## config.mk

```make
export PLATFORM = sky130hd
export DESIGN_NAME = sfl_ctrl
export DESIGN_NICKNAME = d
export VERILOG_FILES = /design/src/shared/sfl_pkg.sv /design/src/rtl/sfl_port_policy.sv /design/src/rtl/sfl_ctrl.sv
export SDC_FILE = /design/constraint.sdc
export NUM_CORES = 1
export LEC_CHECK = 0
export BUFFER_PORTS_ARGS = -buffer_cell sky130_fd_sc_hd__buf_2
export CORE_ASPECT_RATIO = 2
export CORE_MARGIN = 2
export CORE_UTILIZATION = 52
export CTS_CLUSTER_SIZE = 8
export DETAILED_ROUTE_END_ITERATION = 16
export GPL_TIMING_DRIVEN = 0
export PLACE_DENSITY = 0.85
export RECOVER_POWER = 50
export SYNTH_ARGS = -nofsm -noshare
export SYNTH_HDL_FRONTEND = slang
export SYNTH_HIERARCHICAL = 1
export SYNTH_SLANG_ARGS = --single-unit
```

## constraint.sdc

```tcl
create_clock -name mclk_i -period 1.8 [get_ports mclk_i]
set_input_delay 0.18 -clock mclk_i [delete_from_list [all_inputs] [get_ports mclk_i]]
set_output_delay 0.18 -clock mclk_i [all_outputs]
set_load 0.03 [all_outputs]
```

## src/shared/sfl_pkg.sv

```systemverilog
// constants for the forwarding and learning control bank
// assumes one clock, registers on a plain address/strobe port
package sfl_pkg;
   localparam int          NPORT        = 9;
   localparam int          IMP_BIT      = 8;
   localparam logic [7:0]  OFS_MISS_MAP = 8'h34;
   localparam logic [7:0]  OFS_IP_MULTICAST_MAP = 8'h36;
   localparam logic [7:0]  OFS_RXP_MAP  = 8'h38;
   localparam logic [7:0]  OFS_TXP_MAP  = 8'h3a;
   localparam logic [7:0]  OFS_LRN_OFF  = 8'h3c;
   localparam logic [7:0]  OFS_SW_LRN   = 8'h3e;
   localparam logic [7:0]  OFS_FWD_CTL  = 8'h21;
   localparam int          FWD_EN_BIT   = 6;
   localparam logic [8:0]  MAP_RST      = 9'h000;
   localparam logic [7:0]  FWD_CTL_RST  = 8'h00;
endpackage

```

## src/rtl/sfl_port_policy.sv

```systemverilog
// per-port pause and learning decisions
// assumes maps come from registers on the same clock
module sfl_port_policy #(
   parameter int NPORT = 9
) (
   input  wire logic [NPORT-1:0] rxp_map_i,
   input  wire logic [NPORT-1:0] txp_map_i,
   input  wire logic [NPORT-1:0] lrn_off_i,
   input  wire logic [NPORT-1:0] sw_lrn_i,
   input  wire logic [NPORT-1:0] rx_pause_i,
   input  wire logic [NPORT-1:0] tx_pause_i,
   input  wire logic [NPORT-1:0] sa_unknown_i,
   input  wire logic [NPORT-1:0] sa_known_i,
   input  wire logic [NPORT-1:0] sw_learn_ok_i,
   output logic      [NPORT-1:0] rx_pause_act_o,
   output logic      [NPORT-1:0] tx_pause_act_o,
   output logic      [NPORT-1:0] learn_o,
   output logic      [NPORT-1:0] refresh_o,
   output logic      [NPORT-1:0] copy_cpu_o
);
   genvar g;
   generate
      for (g = 0; g < NPORT; g++) begin : g_port
         // software learning: hw learning off, software decides
         assign learn_o[g] = sa_unknown_i[g] & ~lrn_off_i[g]
            & (sw_lrn_i[g] ? sw_learn_ok_i[g] : 1'b1);
         // refresh keeps running in software learning mode
         assign refresh_o[g]  = sa_known_i[g] & ~lrn_off_i[g];
         assign copy_cpu_o[g] = sa_unknown_i[g] & sw_lrn_i[g];
         assign tx_pause_act_o[g] = tx_pause_i[g] & ~txp_map_i[g];
         assign rx_pause_act_o[g] = rx_pause_i[g] & ~rxp_map_i[g];
      end
   endgenerate
endmodule // sfl_port_policy

```

## src/rtl/sfl_ctrl.sv

```systemverilog
// forwarding / learning control register bank and decisions
// assumes single clock, lookup events from same-clock logic
//----------------------------------------
// How it works
//----------------------------------------
// How it works
// - miss with enable: send to map ports
// - all-zero selected map (miss map, or ip map for ip misses) drops frame
// - set bit forwards, clear bit excludes
// - rx pause ignored where bit set
// - tx pause map covers nine ports
// - learning-off bit stops source learning
// - soft learning copies unknown source out
// - soft learning: software decides learning
// - refresh still works in soft learning
// - soft learning clear means hardware operation
//
// Decided for this implementation: strobed register access.
module sfl_ctrl #(
   parameter int NPORT = sfl_pkg::NPORT
) (
   input  wire logic             mclk_i,
   input  wire logic             rstn_i,
   input  wire logic [7:0]       addr_i,
   input  wire logic [15:0]      wdata_i,
   input  wire logic             wr_i,
   input  wire logic             rd_i,
   output logic      [15:0]      rdata_o,
   input  wire logic             miss_i,
   input  wire logic             miss_ip_i,
   output logic                  fwd_valid_o,
   output logic      [NPORT-1:0] fwd_map_o,
   output logic                  fwd_drop_o,
   input  wire logic [NPORT-1:0] rx_pause_i,
   input  wire logic [NPORT-1:0] tx_pause_i,
   input  wire logic [NPORT-1:0] sa_unknown_i,
   input  wire logic [NPORT-1:0] sa_known_i,
   input  wire logic [NPORT-1:0] sw_learn_ok_i,
   output logic      [NPORT-1:0] rx_pause_act_o,
   output logic      [NPORT-1:0] tx_pause_act_o,
   output logic      [NPORT-1:0] learn_o,
   output logic      [NPORT-1:0] refresh_o,
   output logic      [NPORT-1:0] copy_cpu_o
);
   //----------------------------------------
   // registers
   //----------------------------------------
   logic [NPORT-1:0] miss_map, ip_multicast_map, txp_map, lrn_off, sw_lrn;
   logic [7:0]       rxp_map;
   logic [7:0]       fwd_ctl;
   logic             mcast_miss_forward_enable;

   function automatic logic hit(input logic [7:0] a, input logic [7:0] o);
      hit = (a == o);
   endfunction

   wire w_miss = wr_i & hit(addr_i, sfl_pkg::OFS_MISS_MAP);
   wire w_ip_multicast = wr_i & hit(addr_i, sfl_pkg::OFS_IP_MULTICAST_MAP);
   wire w_rxp  = wr_i & hit(addr_i, sfl_pkg::OFS_RXP_MAP);
   wire w_txp  = wr_i & hit(addr_i, sfl_pkg::OFS_TXP_MAP);
   wire w_lrn  = wr_i & hit(addr_i, sfl_pkg::OFS_LRN_OFF);
   wire w_sw   = wr_i & hit(addr_i, sfl_pkg::OFS_SW_LRN);
   wire w_fctl = wr_i & hit(addr_i, sfl_pkg::OFS_FWD_CTL);

   assign mcast_miss_forward_enable = fwd_ctl[sfl_pkg::FWD_EN_BIT];

   always_ff @(posedge mclk_i or negedge rstn_i) begin
      if (!rstn_i) begin
         miss_map <= sfl_pkg::MAP_RST;
         ip_multicast_map <= sfl_pkg::MAP_RST;
         rxp_map  <= sfl_pkg::MAP_RST[7:0];
         txp_map  <= sfl_pkg::MAP_RST;
         lrn_off  <= sfl_pkg::MAP_RST;
         sw_lrn   <= sfl_pkg::MAP_RST;
         fwd_ctl  <= sfl_pkg::FWD_CTL_RST;
      end else begin
         // only bits 8:0 stored (7:0 for rxp_map and fwd_ctl); upper bits are read-only zero
         if (w_miss) miss_map <= wdata_i[8:0];
         if (w_ip_multicast) ip_multicast_map <= wdata_i[8:0];
         if (w_rxp)  rxp_map  <= wdata_i[7:0];
         if (w_txp)  txp_map  <= wdata_i[8:0];
         if (w_lrn)  lrn_off  <= wdata_i[8:0];
         if (w_sw)   sw_lrn   <= wdata_i[8:0];
         if (w_fctl) fwd_ctl  <= wdata_i[7:0];
      end
   end

   //----------------------------------------
   // read path: unmapped addresses read zero
   //----------------------------------------
   logic [15:0] next_rdata;
   always_comb begin
      case (addr_i)
         sfl_pkg::OFS_MISS_MAP: next_rdata = {7'h00, miss_map};
         sfl_pkg::OFS_IP_MULTICAST_MAP: next_rdata = {7'h00, ip_multicast_map};
         sfl_pkg::OFS_RXP_MAP:  next_rdata = {8'h00, rxp_map};
         sfl_pkg::OFS_TXP_MAP:  next_rdata = {7'h00, txp_map};
         sfl_pkg::OFS_LRN_OFF:  next_rdata = {7'h00, lrn_off};
         sfl_pkg::OFS_SW_LRN:   next_rdata = {7'h00, sw_lrn};
         sfl_pkg::OFS_FWD_CTL:  next_rdata = {8'h00, fwd_ctl};
         default:               next_rdata = 16'h0000;
      endcase
   end

   always_ff @(posedge mclk_i or negedge rstn_i) begin
      if (!rstn_i) rdata_o <= 16'h0000;
      else if (rd_i) rdata_o <= next_rdata;
      else rdata_o <= 16'h0000;
   end

   //----------------------------------------
   // multicast lookup failure forwarding
   //----------------------------------------
   // ip multicast misses take the ip map instead of the miss map
   wire [NPORT-1:0] sel_map = miss_ip_i ? ip_multicast_map : miss_map;
   wire [NPORT-1:0] next_map = mcast_miss_forward_enable
                               ? sel_map : '0;
   always_ff @(posedge mclk_i or negedge rstn_i) begin
      if (!rstn_i) begin
         fwd_valid_o <= 1'b0;
         fwd_map_o   <= '0;
         fwd_drop_o  <= 1'b0;
      end else begin
         fwd_valid_o <= miss_i;
         fwd_map_o   <= miss_i ? next_map : '0;
         fwd_drop_o  <= miss_i & (next_map == '0);
      end
   end

   //----------------------------------------
   // per-port policy, registered out
   //----------------------------------------
   logic [NPORT-1:0] rxa, txa, lrn, rfr, cpy;
   sfl_port_policy #(.NPORT(NPORT)) u_pol (
      .rxp_map_i      ({1'b0, rxp_map}), // management port has no rx bit
      .txp_map_i      (txp_map),
      .lrn_off_i      (lrn_off),
      .sw_lrn_i       (sw_lrn),
      .rx_pause_i     (rx_pause_i),
      .tx_pause_i     (tx_pause_i),
      .sa_unknown_i   (sa_unknown_i),
      .sa_known_i     (sa_known_i),
      .sw_learn_ok_i  (sw_learn_ok_i),
      .rx_pause_act_o (rxa),
      .tx_pause_act_o (txa),
      .learn_o        (lrn),
      .refresh_o      (rfr),
      .copy_cpu_o     (cpy)
   );

   always_ff @(posedge mclk_i or negedge rstn_i) begin
      if (!rstn_i) begin
         rx_pause_act_o <= '0;
         tx_pause_act_o <= '0;
         learn_o        <= '0;
         refresh_o      <= '0;
         copy_cpu_o     <= '0;
      end else begin
         rx_pause_act_o <= rxa;
         tx_pause_act_o <= txa;
         learn_o        <= lrn;
         refresh_o      <= rfr;
         copy_cpu_o     <= cpy;
      end
   end

   //----------------------------------------
   // assertions
   //----------------------------------------
   property p_miss_fwd;
      @(posedge mclk_i) disable iff (!rstn_i)
      miss_i && mcast_miss_forward_enable && !miss_ip_i
         |=> fwd_map_o == $past(miss_map);
   endproperty
   a_miss_fwd: assert property (p_miss_fwd)
      else $error("miss map not forwarded");

   property p_drop;
      @(posedge mclk_i) disable iff (!rstn_i)
      fwd_valid_o |-> fwd_drop_o == (fwd_map_o == '0);
   endproperty
   a_drop: assert property (p_drop)
      else $error("drop flag wrong");

   property p_ip_multicast;
      @(posedge mclk_i) disable iff (!rstn_i)
      miss_i && mcast_miss_forward_enable && miss_ip_i
         |=> fwd_map_o == $past(ip_multicast_map);
   endproperty
   a_ip_multicast: assert property (p_ip_multicast)
      else $error("ip map not used");

   property p_upper_zero;
      @(posedge mclk_i) disable iff (!rstn_i)
      rd_i && addr_i != sfl_pkg::OFS_FWD_CTL |=> rdata_o[15:9] == 7'h00;
   endproperty
   a_upper_zero: assert property (p_upper_zero)
      else $error("reserved bits not zero");

   property p_rxp;
      @(posedge mclk_i) disable iff (!rstn_i)
      rx_pause_i[0] && rxp_map[0] |=> !rx_pause_act_o[0];
   endproperty
   a_rxp: assert property (p_rxp)
      else $error("rx pause not ignored");

   property p_txp;
      @(posedge mclk_i) disable iff (!rstn_i)
      tx_pause_i[8] && !txp_map[8] |=> tx_pause_act_o[8];
   endproperty
   a_txp: assert property (p_txp)
      else $error("tx pause not honoured");

   property p_lrn_off;
      @(posedge mclk_i) disable iff (!rstn_i)
      lrn_off[1] |=> !learn_o[1];
   endproperty
   a_lrn_off: assert property (p_lrn_off)
      else $error("learning not disabled");

   property p_copy;
      @(posedge mclk_i) disable iff (!rstn_i)
      sa_unknown_i[2] && sw_lrn[2] |=> copy_cpu_o[2];
   endproperty
   a_copy: assert property (p_copy)
      else $error("unknown source not copied");

   property p_refresh;
      @(posedge mclk_i) disable iff (!rstn_i)
      sa_known_i[3] && sw_lrn[3] && !lrn_off[3] |=> refresh_o[3];
   endproperty
   a_refresh: assert property (p_refresh)
      else $error("refresh lost in soft learning");

   property p_hw_learn;
      @(posedge mclk_i) disable iff (!rstn_i)
      sa_unknown_i[4] && !sw_lrn[4] && !lrn_off[4] |=> learn_o[4];
   endproperty
   a_hw_learn: assert property (p_hw_learn)
      else $error("hardware learning missing");

   property p_off_drop;
      @(posedge mclk_i) disable iff (!rstn_i)
      miss_i && !mcast_miss_forward_enable
         |=> fwd_drop_o && fwd_map_o == '0;
   endproperty
   a_off_drop: assert property (p_off_drop)
      else $error("miss with enable clear not dropped");

   property p_imp_fwd;
      @(posedge mclk_i) disable iff (!rstn_i)
      miss_i && mcast_miss_forward_enable && !miss_ip_i
         && miss_map[sfl_pkg::IMP_BIT] |=> fwd_map_o[sfl_pkg::IMP_BIT];
   endproperty
   a_imp_fwd: assert property (p_imp_fwd)
      else $error("management port not forwarded");

   property p_excl;
      @(posedge mclk_i) disable iff (!rstn_i)
      miss_i && mcast_miss_forward_enable && !miss_ip_i && !miss_map[1]
         |=> !fwd_map_o[1];
   endproperty
   a_excl: assert property (p_excl)
      else $error("excluded port forwarded");

   property p_fwd_pulse;
      @(posedge mclk_i) disable iff (!rstn_i)
      !miss_i |=> !fwd_valid_o && !fwd_drop_o;
   endproperty
   a_fwd_pulse: assert property (p_fwd_pulse)
      else $error("forward result without miss");

   // first edge after any reset release: maps must come up cleared
   property p_rst_ip_multicast;
      @(posedge mclk_i)
      rstn_i && !$past(rstn_i) |-> ip_multicast_map == '0 && miss_map == '0;
   endproperty
   a_rst_ip_multicast: assert property (p_rst_ip_multicast)
      else $error("forward maps not cleared by reset");

   property p_rst_pause;
      @(posedge mclk_i)
      rstn_i && !$past(rstn_i) |-> rxp_map == '0 && txp_map == '0;
   endproperty
   a_rst_pause: assert property (p_rst_pause)
      else $error("pause maps not cleared by reset");

   property p_rst_lrn;
      @(posedge mclk_i)
      rstn_i && !$past(rstn_i) |-> lrn_off == '0 && sw_lrn == '0;
   endproperty
   a_rst_lrn: assert property (p_rst_lrn)
      else $error("learning maps not cleared by reset");

   property p_rx_honour;
      @(posedge mclk_i) disable iff (!rstn_i)
      rx_pause_i[1] && !rxp_map[1] |=> rx_pause_act_o[1];
   endproperty
   a_rx_honour: assert property (p_rx_honour)
      else $error("rx pause not honoured");

   property p_imp_rx;
      @(posedge mclk_i) disable iff (!rstn_i)
      rx_pause_i[sfl_pkg::IMP_BIT] |=> rx_pause_act_o[sfl_pkg::IMP_BIT];
   endproperty
   a_imp_rx: assert property (p_imp_rx)
      else $error("management rx pause not honoured");

   property p_rxp_upper;
      @(posedge mclk_i) disable iff (!rstn_i)
      rd_i && addr_i == sfl_pkg::OFS_RXP_MAP |=> rdata_o[15:8] == 8'h00;
   endproperty
   a_rxp_upper: assert property (p_rxp_upper)
      else $error("rx pause upper bits not zero");

   property p_tx_ignore;
      @(posedge mclk_i) disable iff (!rstn_i)
      tx_pause_i[0] && txp_map[0] |=> !tx_pause_act_o[0];
   endproperty
   a_tx_ignore: assert property (p_tx_ignore)
      else $error("tx pause not ignored");

   property p_lrn_off_rfr;
      @(posedge mclk_i) disable iff (!rstn_i)
      lrn_off[0] |=> !refresh_o[0];
   endproperty
   a_lrn_off_rfr: assert property (p_lrn_off_rfr)
      else $error("refresh with learning off");

   property p_soft_gate;
      @(posedge mclk_i) disable iff (!rstn_i)
      sa_unknown_i[5] && sw_lrn[5] && !sw_learn_ok_i[5] |=> !learn_o[5];
   endproperty
   a_soft_gate: assert property (p_soft_gate)
      else $error("hardware learned in soft mode");

   property p_soft_ok;
      @(posedge mclk_i) disable iff (!rstn_i)
      sa_unknown_i[4] && sw_lrn[4] && sw_learn_ok_i[4] && !lrn_off[4]
         |=> learn_o[4];
   endproperty
   a_soft_ok: assert property (p_soft_ok)
      else $error("software learning request lost");

   property p_no_copy;
      @(posedge mclk_i) disable iff (!rstn_i)
      !sw_lrn[0] |=> !copy_cpu_o[0];
   endproperty
   a_no_copy: assert property (p_no_copy)
      else $error("copy without soft learning");

   c_miss_fwd: cover property (@(posedge mclk_i) disable iff (!rstn_i)
      fwd_valid_o && !fwd_drop_o);
   c_miss_drop: cover property (@(posedge mclk_i) disable iff (!rstn_i)
      fwd_valid_o && fwd_drop_o);
   c_copy: cover property (@(posedge mclk_i) disable iff (!rstn_i)
      |copy_cpu_o);
   c_ip_miss: cover property (@(posedge mclk_i) disable iff (!rstn_i)
      miss_i && miss_ip_i && mcast_miss_forward_enable);
   c_soft_learn: cover property (@(posedge mclk_i) disable iff (!rstn_i)
      |(learn_o & sw_lrn));
endmodule // sfl_ctrl

```

After elaboration in Yosys (flattened, before gate mapping)
Index checks and enable logic that the tools add are counted.
- bitwise logic cells: 87
- eq/ne operators: 7
- mux-type cells: 14
- reduce and logical (&&, ||, !) cells: 1
- operators with widths (operator ; count):
    $pmux W9 S7 ; 1
    $and A1 B1 Y1 ; 61
    $eq A8 B6 Y1 const B ; 7
    $mux W9 ; 3
    $not A1 Y1 ; 26
    $mux W16 ; 1
    $logic_not A9 Y1 ; 1
    $mux W1 ; 9
- bits of input ports: 75
- register bits: 133
- output and inout port bits: 72
- word-level logic and storage cells: 125

Depth between registers and ports, before layout
Gate-level depths: netlist of the first run.
- depth after elaboration: 4
- gate-level depth with buffers: 6

Hierarchy
Netlist of the first run, hierarchy kept.
- by module, submodules not included (module ; instances ; sequential area each (um^2) ; area each (um^2) ; cells an instance):
    sfl_ctrl ; 1 ; 3153.0 ; 4814.6 ; 322
    sfl_port_policy ; 1 ; 0.0 ; 473.0 ; 54

Least setup slack after synthesis of the first run
No wires, ideal clock.
- path type: input to register
- start point: in addr_i[1]
- end point: reg fwd_ctl[0]
- data arrival time: 1.589 ns
- setup time: 0.125 ns
- setup slack: 0.086 ns
- data required time: 1.675 ns
- stages on the path: 5
- path through: buf_6 -> or4b_4 -> nor3b_4 -> nand2_4 -> mux2_2
- cells in the longest elaborated chain, start to end: 2
- RTL lines (what ; line ; RTL):
    from (decl) ; sfl_ctrl.sv:24 ; input wire logic [7:0] addr_i,
    $eq A8 B6 Y1 ; sfl_ctrl.sv:54 ; hit = (a == o);
    $and A1 B1 Y1 ; sfl_ctrl.sv:63 ; wire w_fctl = wr_i & hit(addr_i, sfl_pkg::OFS_FWD_CTL);
    to (signal assigned) ; sfl_ctrl.sv:75 ; fwd_ctl <= sfl_pkg::FWD_CTL_RST;
    to (signal assigned) ; sfl_ctrl.sv:84 ; if (w_fctl) fwd_ctl <= wdata_i[7:0];
    to (decl) ; sfl_ctrl.sv:50 ; logic [7:0] fwd_ctl;
Every way passes these cells.
A chain may end at the register's enable or synchronous reset.

Final worst setup path of the first run
- start point: in addr_i[2]
- end point: reg lrn_off[6]
- cells in the longest elaborated chain, start to end: 2
- RTL lines (what ; line ; RTL):
    $eq A8 B6 Y1 ; sfl_ctrl.sv:54 ;
    $and A1 B1 Y1 ; sfl_ctrl.sv:61 ; wire w_lrn = wr_i & hit(addr_i, sfl_pkg::OFS_LRN_OFF);
    to (signal assigned) ; sfl_ctrl.sv:73 ; lrn_off <= sfl_pkg::MAP_RST;
    to (signal assigned) ; sfl_ctrl.sv:82 ; if (w_lrn) lrn_off <= wdata_i[8:0];
    to (decl) ; sfl_ctrl.sv:48 ; logic [NPORT-1:0] miss_map, ip_multicast_map, txp_map, lrn_off, sw_lrn;
Every way passes these cells.

==> impl_metrics.json, run 1 <==
{
  "run_status": "complete, no violations",
  "hold_slack_ns": 0.0102,
  "postSynth.asyncResetShare_pct": 100,
  "die_width_um": 75.3,
  "rrSetupSlack_ns": 0.09,
  "final.fill_count": 749,
  "synthesis.instances": 376,
  "grt.total_usage_pct": 26.1,
  "power.switching_fraction_pct": 22.5,
  "crit_arrival_ns": 2.08,
  "syn-cell-area_um2": 5290,
  "seq_power_share_pct": 41.1,
  "worstHoldPathCells": 2,
  "routedWlPerCell_um": 18.8,
  "critical_path.endpoint_type": "flip-flop",
  "cts_tree": "yes",
  "cts_inserted_buffers": 17,
  "reg2reg_from": "ip_multicast_map[3]",
  "crit_required_ns": 2.09,
  "finClkSkew_ns": 0.00532,
  "worst_setup_hold_path_clk_slew_ns": 0.06,
  "grt_antenna_before_repair": 0,
  "antenna-diode-count": 0,
  "routed-via-count": 3820,
  "most_common_cell_after_layout_fill_and_taps_aside": "sky130_fd_sc_hd__buf_2",
  "postSynth.topFlopCell": "sky130_fd_sc_hd__dfrtp_1",
  "timing.final.hold_violations": 0,
  "cts_htree_levels": 4,
  "worst_hold_startpoint": "sa_known_i[2]",
  "hpwl_um": 8680,
  "maxClockFrequency_mhz": 557,
  "count_of_max_cap_constraint_violations": 0,
  "cp_top_family": "simple AND/OR/NAND/NOR gates",
  "cts.path.max_buffers": 2,
  "total_cell_area_at_the_placement_stage_um2": 6170,
  "power_density_nw_per_um2": 1040,
  "drt-vias-per-instance": 5.35,
  "hold_class": "in2reg",
  "gr-total-overflow": 0,
  "crit-reg2reg-capture": "fwd_drop_o",
  "worstSkewPairLatency_ns": 0.41,
  "fp.dieArea_um2": 11000,
  "floorplan.initialDensity_pct": 52.8,
  "synthesis.yosys.warnings": 6,
  "critical_path_peak_fanout": 10,
  "area.sequential_um2": 3150,
  "multi_input_area_um2": 2000,
  "timing.final.max_slew_violations": 0,
  "clock-root-buffer": "sky130_fd_sc_hd__clkbuf_16",
  "mostFrequentLayoutCells": "130 x sky130_fd_sc_hd__buf_2, 126 x sky130_fd_sc_hd__dfrtp_1, 69 x sky130_fd_sc_hd__mux2_2",
  "worst_path_max_delay_cell": "sky130_fd_sc_hd__nand2_1",
  "path_class": "in2reg",
  "worst_slew_pin_slew_ns": 1.09,
  "top_level_ports": 147,
  "first_pass_grt_wire_length_um": 21000,
  "finalCritPeriodShare_pct": 99.7,
  "residual_drc_count": 0,
  "core-area_um2": 10000,
  "drt-initial-drc-count": 254,
  "number_of_distinct_library_cell_variants_in_the_gate_level_netlist_after_synthesis": 43,
  "firstDrtPassIters": 5,
  "proportion_of_power_drawn_by_combinational_gates_pct": 8.8,
  "antenna_left": 0,
  "cp-start-kind": "input pin",
  "first_global_vias": 4099,
  "setup_slack_ns": 0.00512,
  "die-height_um": 147,
  "fp-row-count": 52,
  "power.static_leakage_nw": 3.55,
  "dp_slack_ns": -0.755,
  "placement.io_buffers": 131,
  "max-vdd-ir-drop_mv": 0.778,
  "net-switching-power_mw": 1.66,
  "grt_max_degree": 83,
  "synth.yosys.seq_area_share_pct": 59.6,
  "cts_num_sinks": 126,
  "globalplace.congestion": 0.852,
  "worst-r2r-cell-count": 4,
  "critical_path.max_stage_delay_ns": 0.44,
  "report.final.setup_viol": 0,
  "critPathBufInv": 3,
  "maxSlewHeadroom_pct": 27.0,
  "path_common_cell": "sky130_fd_sc_hd__buf_2",
  "totalWireLength_um": 13400,
  "syn-mean-instance-area_um2": 14.1,
  "growth_of_design_area_from_synthesis_to_finish_pct": 33.7,
  "report.power.total_mw": 7.37,
  "final_period_minus_worst_setup_slack_ns": 1.79,
  "synth-seq-cells": 126,
  "drive_gt1_share_pct": 47.2,
  "critical_path.cell_chain": "buf_2, buf_2, nor4bb_1, clkbuf_4, nand2_1, mux2_2",
  "layout.cell_area.non_filler_um2": 7070,
  "layout.nets": 641,
  "final_core_utilization_pct": 70.6,
  "internal-power_mw": 5.72,
  "power.share.clock_pct": 50.2,
  "synth_edf_count": 0,
  "worstHoldEndpoint": "refresh_o[2]"
}
[through the flow]
step           cells  setup TNS, ns
5_1_grt          714         -0.488
6_report         714              0
2_1_floorplan    383              0
3_3_place_gp     649        -140.12
4_1_cts          715              0
3_5_place_dp     650         -31.24
[cells in the mapped netlist, types with 2 or more instances]
cell	number	area share, %
sky130_fd_sc_hd__a22o_1	8	1.3
sky130_fd_sc_hd__mux2_2	69	15
sky130_fd_sc_hd__buf_2	5	0.47
sky130_fd_sc_hd__buf_4	7	0.99
sky130_fd_sc_hd__o31a_1	7	1.2
sky130_fd_sc_hd__o21ai_0	2	0.19
sky130_fd_sc_hd__mux2i_1	11	2.1
sky130_fd_sc_hd__clkbuf_1	4	0.28
sky130_fd_sc_hd__nor4bb_1	2	0.38
sky130_fd_sc_hd__nand2_1	6	0.43
sky130_fd_sc_hd__a22oi_1	17	2.4
sky130_fd_sc_hd__nor3b_2	10	2.4
sky130_fd_sc_hd__and2_2	9	1.3
sky130_fd_sc_hd__nor2_1	26	1.8
sky130_fd_sc_hd__nor2b_4	9	2.3
sky130_fd_sc_hd__nor2b_1	29	3.4
sky130_fd_sc_hd__nand3_1	3	0.28
sky130_fd_sc_hd__and4b_1	2	0.38
sky130_fd_sc_hd__dfrtp_1	126	60
[cell families after synthesis]
group,share of synthesized area [%]
compound gates,5.99
mux,16.8
flops,59.6
other cells,0.0709
simple gates,15.4
buf+inv,2.11
[power groups by stage]
stage          logic (mW)  clock network (mW)  registers (mW)
6_report            0.648                3.70            3.03
5_1_grt             0.700                3.87            3.04
4_1_cts             0.666                3.74            3.03
3_5_place_dp        0.610                   0            3.08
3_3_place_gp        0.580                   0            3.07
2_1_floorplan       0.240                   0            3.16
[worst register-to-register path, delay by kind of cell (launching register included)]
kind,cells,cell delay [ns]
and+or+nand+nor,2,0.82
AOI/OAI and AO/OA,2,0.38
DFF,1,0.41
[registers in the layout (all words and copies together), names as in the netlist]
signal	count
copy_cpu_o	9
fwd_map_o	9
ip_multicast_map	9
learn_o	9
lrn_off	9
miss_map	9
rdata_o	9
refresh_o	9
rx_pause_act_o	9
sw_lrn	9
tx_pause_act_o	9
txp_map	9
fwd_ctl	8
rxp_map	8
fwd_drop_o	1
fwd_valid_o	1
[worst max path at each step]
stage / from / to / slack (ns) / depth (start not counted)
CTS: addr_i[2] / lrn_off[6] / 0.02 / 6
global route: addr_i[2] / miss_map[2] / -0.05 / 7
global placement: rstn_i / copy_cpu_o[6] / -0.90 / 1
detailed placement: addr_i[2] / txp_map[2] / -0.75 / 6
finish: addr_i[2] / lrn_off[6] / 0.005 / 6
floorplan: addr_i[1] / fwd_ctl[0] / 0.09 / 5
[routing by layer]
layer	up-vias	wire, um	global-route usage [%]
met5	-	0	0
met4	0	519	12.3
met3	42	615	6.76
met2	155	7370	43.6
met1	1911	4910	30.2
li1	1712	-	-
[repair_timing]
item,4_1_cts,5_1_grt
setup buffers,3,0
pin swaps,1,0
endpoints found under the hold margin,73,0
endpoints found under the setup margin,26,25
hold buffers,30,0
resized for setup,3,3
[cell type report]
| cell class | count | share of cell area (%) |
|---|---|---|
| flip-flops and latches | 126 | 44.6 |
| inverters | 1 | 0.0531 |
| multi-input cells | 238 | 28.4 |
| well taps | 135 | 2.39 |
| plain buffers | 17 | 1.52 |
| clock buffers | 20 | 6.32 |
| clock inverters | 12 | 2.71 |
| repair buffers | 165 | 14.1 |
Note: power is estimated with default switching activity, not from simulation.
==> run 2, diff against run 1 <==
--- a/config.mk
+++ b/config.mk
@@ -6,9 +6,11 @@
 export NUM_CORES = 1
 export LEC_CHECK = 0
 export BUFFER_PORTS_ARGS = -buffer_cell sky130_fd_sc_hd__buf_2
+export CELL_PAD_IN_SITES_DETAIL_PLACEMENT = 1
+export CELL_PAD_IN_SITES_GLOBAL_PLACEMENT = 1
 export CORE_ASPECT_RATIO = 2
 export CORE_MARGIN = 2
-export CORE_UTILIZATION = 52
+export CORE_UTILIZATION = 42
 export CTS_CLUSTER_SIZE = 8
 export DETAILED_ROUTE_END_ITERATION = 16
 export GPL_TIMING_DRIVEN = 0
==> run 2 against run 1 <==
Against the previous run: flip-flop and latch count unchanged; critical path depth down 1; power down 0.97%; clock skew down 0.00081 ns; hold slack about the same; fmax up 4.6%; cell area down 0.48%; global-route usage down 3.1 points; die area up 23%; critical endpoint is now fwd_ctl[6]; largest cell class unchanged.
==> impl_metrics.json, run 2 (synthesis gave the netlist of run 1 again) <==
{
  "final.fill_count": 1287,
  "routedWlPerCell_um": 20.5,
  "cts_inserted_buffers": 17,
  "most_common_cell_after_layout_fill_and_taps_aside": "sky130_fd_sc_hd__dfrtp_1",
  "setup_slack_ns": 0.0841,
  "cts_htree_levels": 4,
  "timing.final.hold_violations": 0,
  "final_cell_count_no_fill": 730,
  "final_period_minus_worst_setup_slack_ns": 1.72,
  "residual_drc_count": 0,
  "drt-vias-per-instance": 5.30,
  "run_status": "complete, no violations",
  "drive_gt1_share_pct": 41.2,
  "place.detailed.instances": 665,
  "critical_path_peak_fanout": 9,
  "worst_path_max_delay_cell": "sky130_fd_sc_hd__or4b_4",
  "fp.dieArea_um2": 13600,
  "final_core_utilization_pct": 56.7,
  "die-height_um": 163,
  "rsz0062_at_grt": "false",
  "cts_tree": "yes",
  "globalplace.congestion": 0.797,
  "setup.worst_path.start": "addr_i[1]",
  "clock-root-buffer": "sky130_fd_sc_hd__clkbuf_16",
  "max-vdd-ir-drop_mv": 0.794,
  "worst_hold_startpoint": "tx_pause_i[1]",
  "hpwl_um": 9600,
  "die_width_um": 83.3,
  "first_global_vias": 4287,
  "power.static_leakage_nw": 3.42,
  "worst_slew_pin_slew_ns": 0.836,
  "critPathBufInv": 1,
  "worst_setup_hold_path_clk_slew_ns": 0.06,
  "maxClockFrequency_mhz": 583,
  "crit_required_ns": 2.10,
  "critical_path.cell_chain": "buf_6, or4b_4, nor3b_4, nand2_4, mux2_2",
  "crit_arrival_ns": 2.01,
  "path_class": "in2reg",
  "core-area_um2": 12400,
  "cp_top_family": "simple AND/OR/NAND/NOR gates",
  "fp-row-count": 58,
  "maxSlewHeadroom_pct": 44.2,
  "reg2reg_from": "ip_multicast_map[3]",
  "setup-tns-final_ns": 0,
  "total_cell_area_at_the_placement_stage_um2": 6190,
  "gr-total-overflow": 0,
  "critical_path.max_stage_delay_ns": 0.57,
  "finalCritPeriodShare_pct": 95.3,
  "antenna_left": 0,
  "dp_slack_ns": -0.737,
  "totalWireLength_um": 14900,
  "top_level_ports": 147,
  "grt.total_usage_pct": 23.1,
  "grt_antenna_before_repair": 0,
  "layout.nets": 642,
  "firstDrtPassIters": 5,
  "critical_path.endpoint_type": "flip-flop",
  "first_pass_grt_wire_length_um": 23500,
  "cp-start-kind": "input pin",
  "cts_num_sinks": 126,
  "drt-initial-drc-count": 163,
  "growth_of_design_area_from_synthesis_to_finish_pct": 33.1,
  "finClkSkew_ns": 0.00451,
  "cts.path.max_buffers": 2,
  "report.final.setup_viol": 0,
  "grt_max_degree": 67,
  "power_density_nw_per_um2": 1040,
  "count_of_max_cap_constraint_violations": 0,
  "floorplan.initialDensity_pct": 42.6,
  "hold_class": "in2reg",
  "mostFrequentLayoutCells": "126 x sky130_fd_sc_hd__dfrtp_1, 96 x sky130_fd_sc_hd__buf_2, 69 x sky130_fd_sc_hd__mux2_2",
  "layout.cell_area.non_filler_um2": 7040,
  "worstSkewPairLatency_ns": 0.41,
  "routed-via-count": 3867,
  "placement.io_buffers": 131,
  "antenna-diode-count": 0,
  "timing.final.max_slew_violations": 0
}
run 2: cell count changes in the layout (fill, tap and decap cells not counted), sizes merged:
cell,previous run,this run
clkbuf,30,65
buf,142,108
bufinv,5,4
clkinv,6,5
clkinvlp,1,2
dlygate4sd3,30,31
run 2: final timing paths:
kind / to / slack (ns) / depth (start not counted)
setup reg to reg: fwd_drop_o / 0.13 / 4
hold / removal: tx_pause_act_o[1] / 0.01 / 2
hold reg to reg: tx_pause_act_o[0] / 0.46 / 1
max in group asynchronous: rx_pause_act_o[7] / 0.28 / 3
min in group asynchronous: rx_pause_act_o[8] / 0.43 / 2
setup / recovery: fwd_ctl[6] / 0.08 / 5
run 2: worst reg2reg max path, delay by kind of cell, from the launching register on:
kind	cells	cell delay, ns
and+or+nand+nor	2	0.80
AOI/OAI and AO/OA	2	0.38
DFF	1	0.40
run 2: area by class of cell:
class,count,area (um^2),area share [%]
clock buffers,21,460,6.54
clock inverters,11,164,2.33
multi-input cells,238,2000,28.5
inverters,1,3.75,0.0534
well taps,150,188,2.67
plain buffers,17,108,1.53
repair buffers,166,955,13.6
flip-flops and latches,126,3150,44.8
run 2: layer usage:
metal | vias up | part of all wire (%) | GRT usage [%]
met4 | 0 | 3.2 | 9.84
met3 | 33 | 5.1 | 6.39
met5 | - | 0 | 0
li1 | 1719 | - | -
met2 | 149 | 54 | 41.3
met1 | 1966 | 37 | 25.4
run 2: metrics by stage:
step	hold WS, ns	power (mW)
3_3_place_gp	0.328	3.66
2_1_floorplan	-0.116	3.41
5_1_grt	0.0167	7.56
6_report	0.0106	7.30
3_5_place_dp	0.202	3.70
4_1_cts	0.0104	7.39
run 2: repair_timing:
action                     in CTS  in global routing
gates resized for setup         3                  3
buffers inserted                3                  0
setup endpoints to repair      35                 19
hold buffers                   31                  0
pin swaps                       1                  0
hold endpoints to repair       90                  0
run 2: where the power goes:
group / switching [mW] / internal, mW / total, mW
clock: 1.24 / 2.38 / 3.63
combinational: 0.370 / 0.273 / 0.643
sequential: 0.0811 / 2.95 / 3.03
total: 1.70 / 5.60 / 7.30
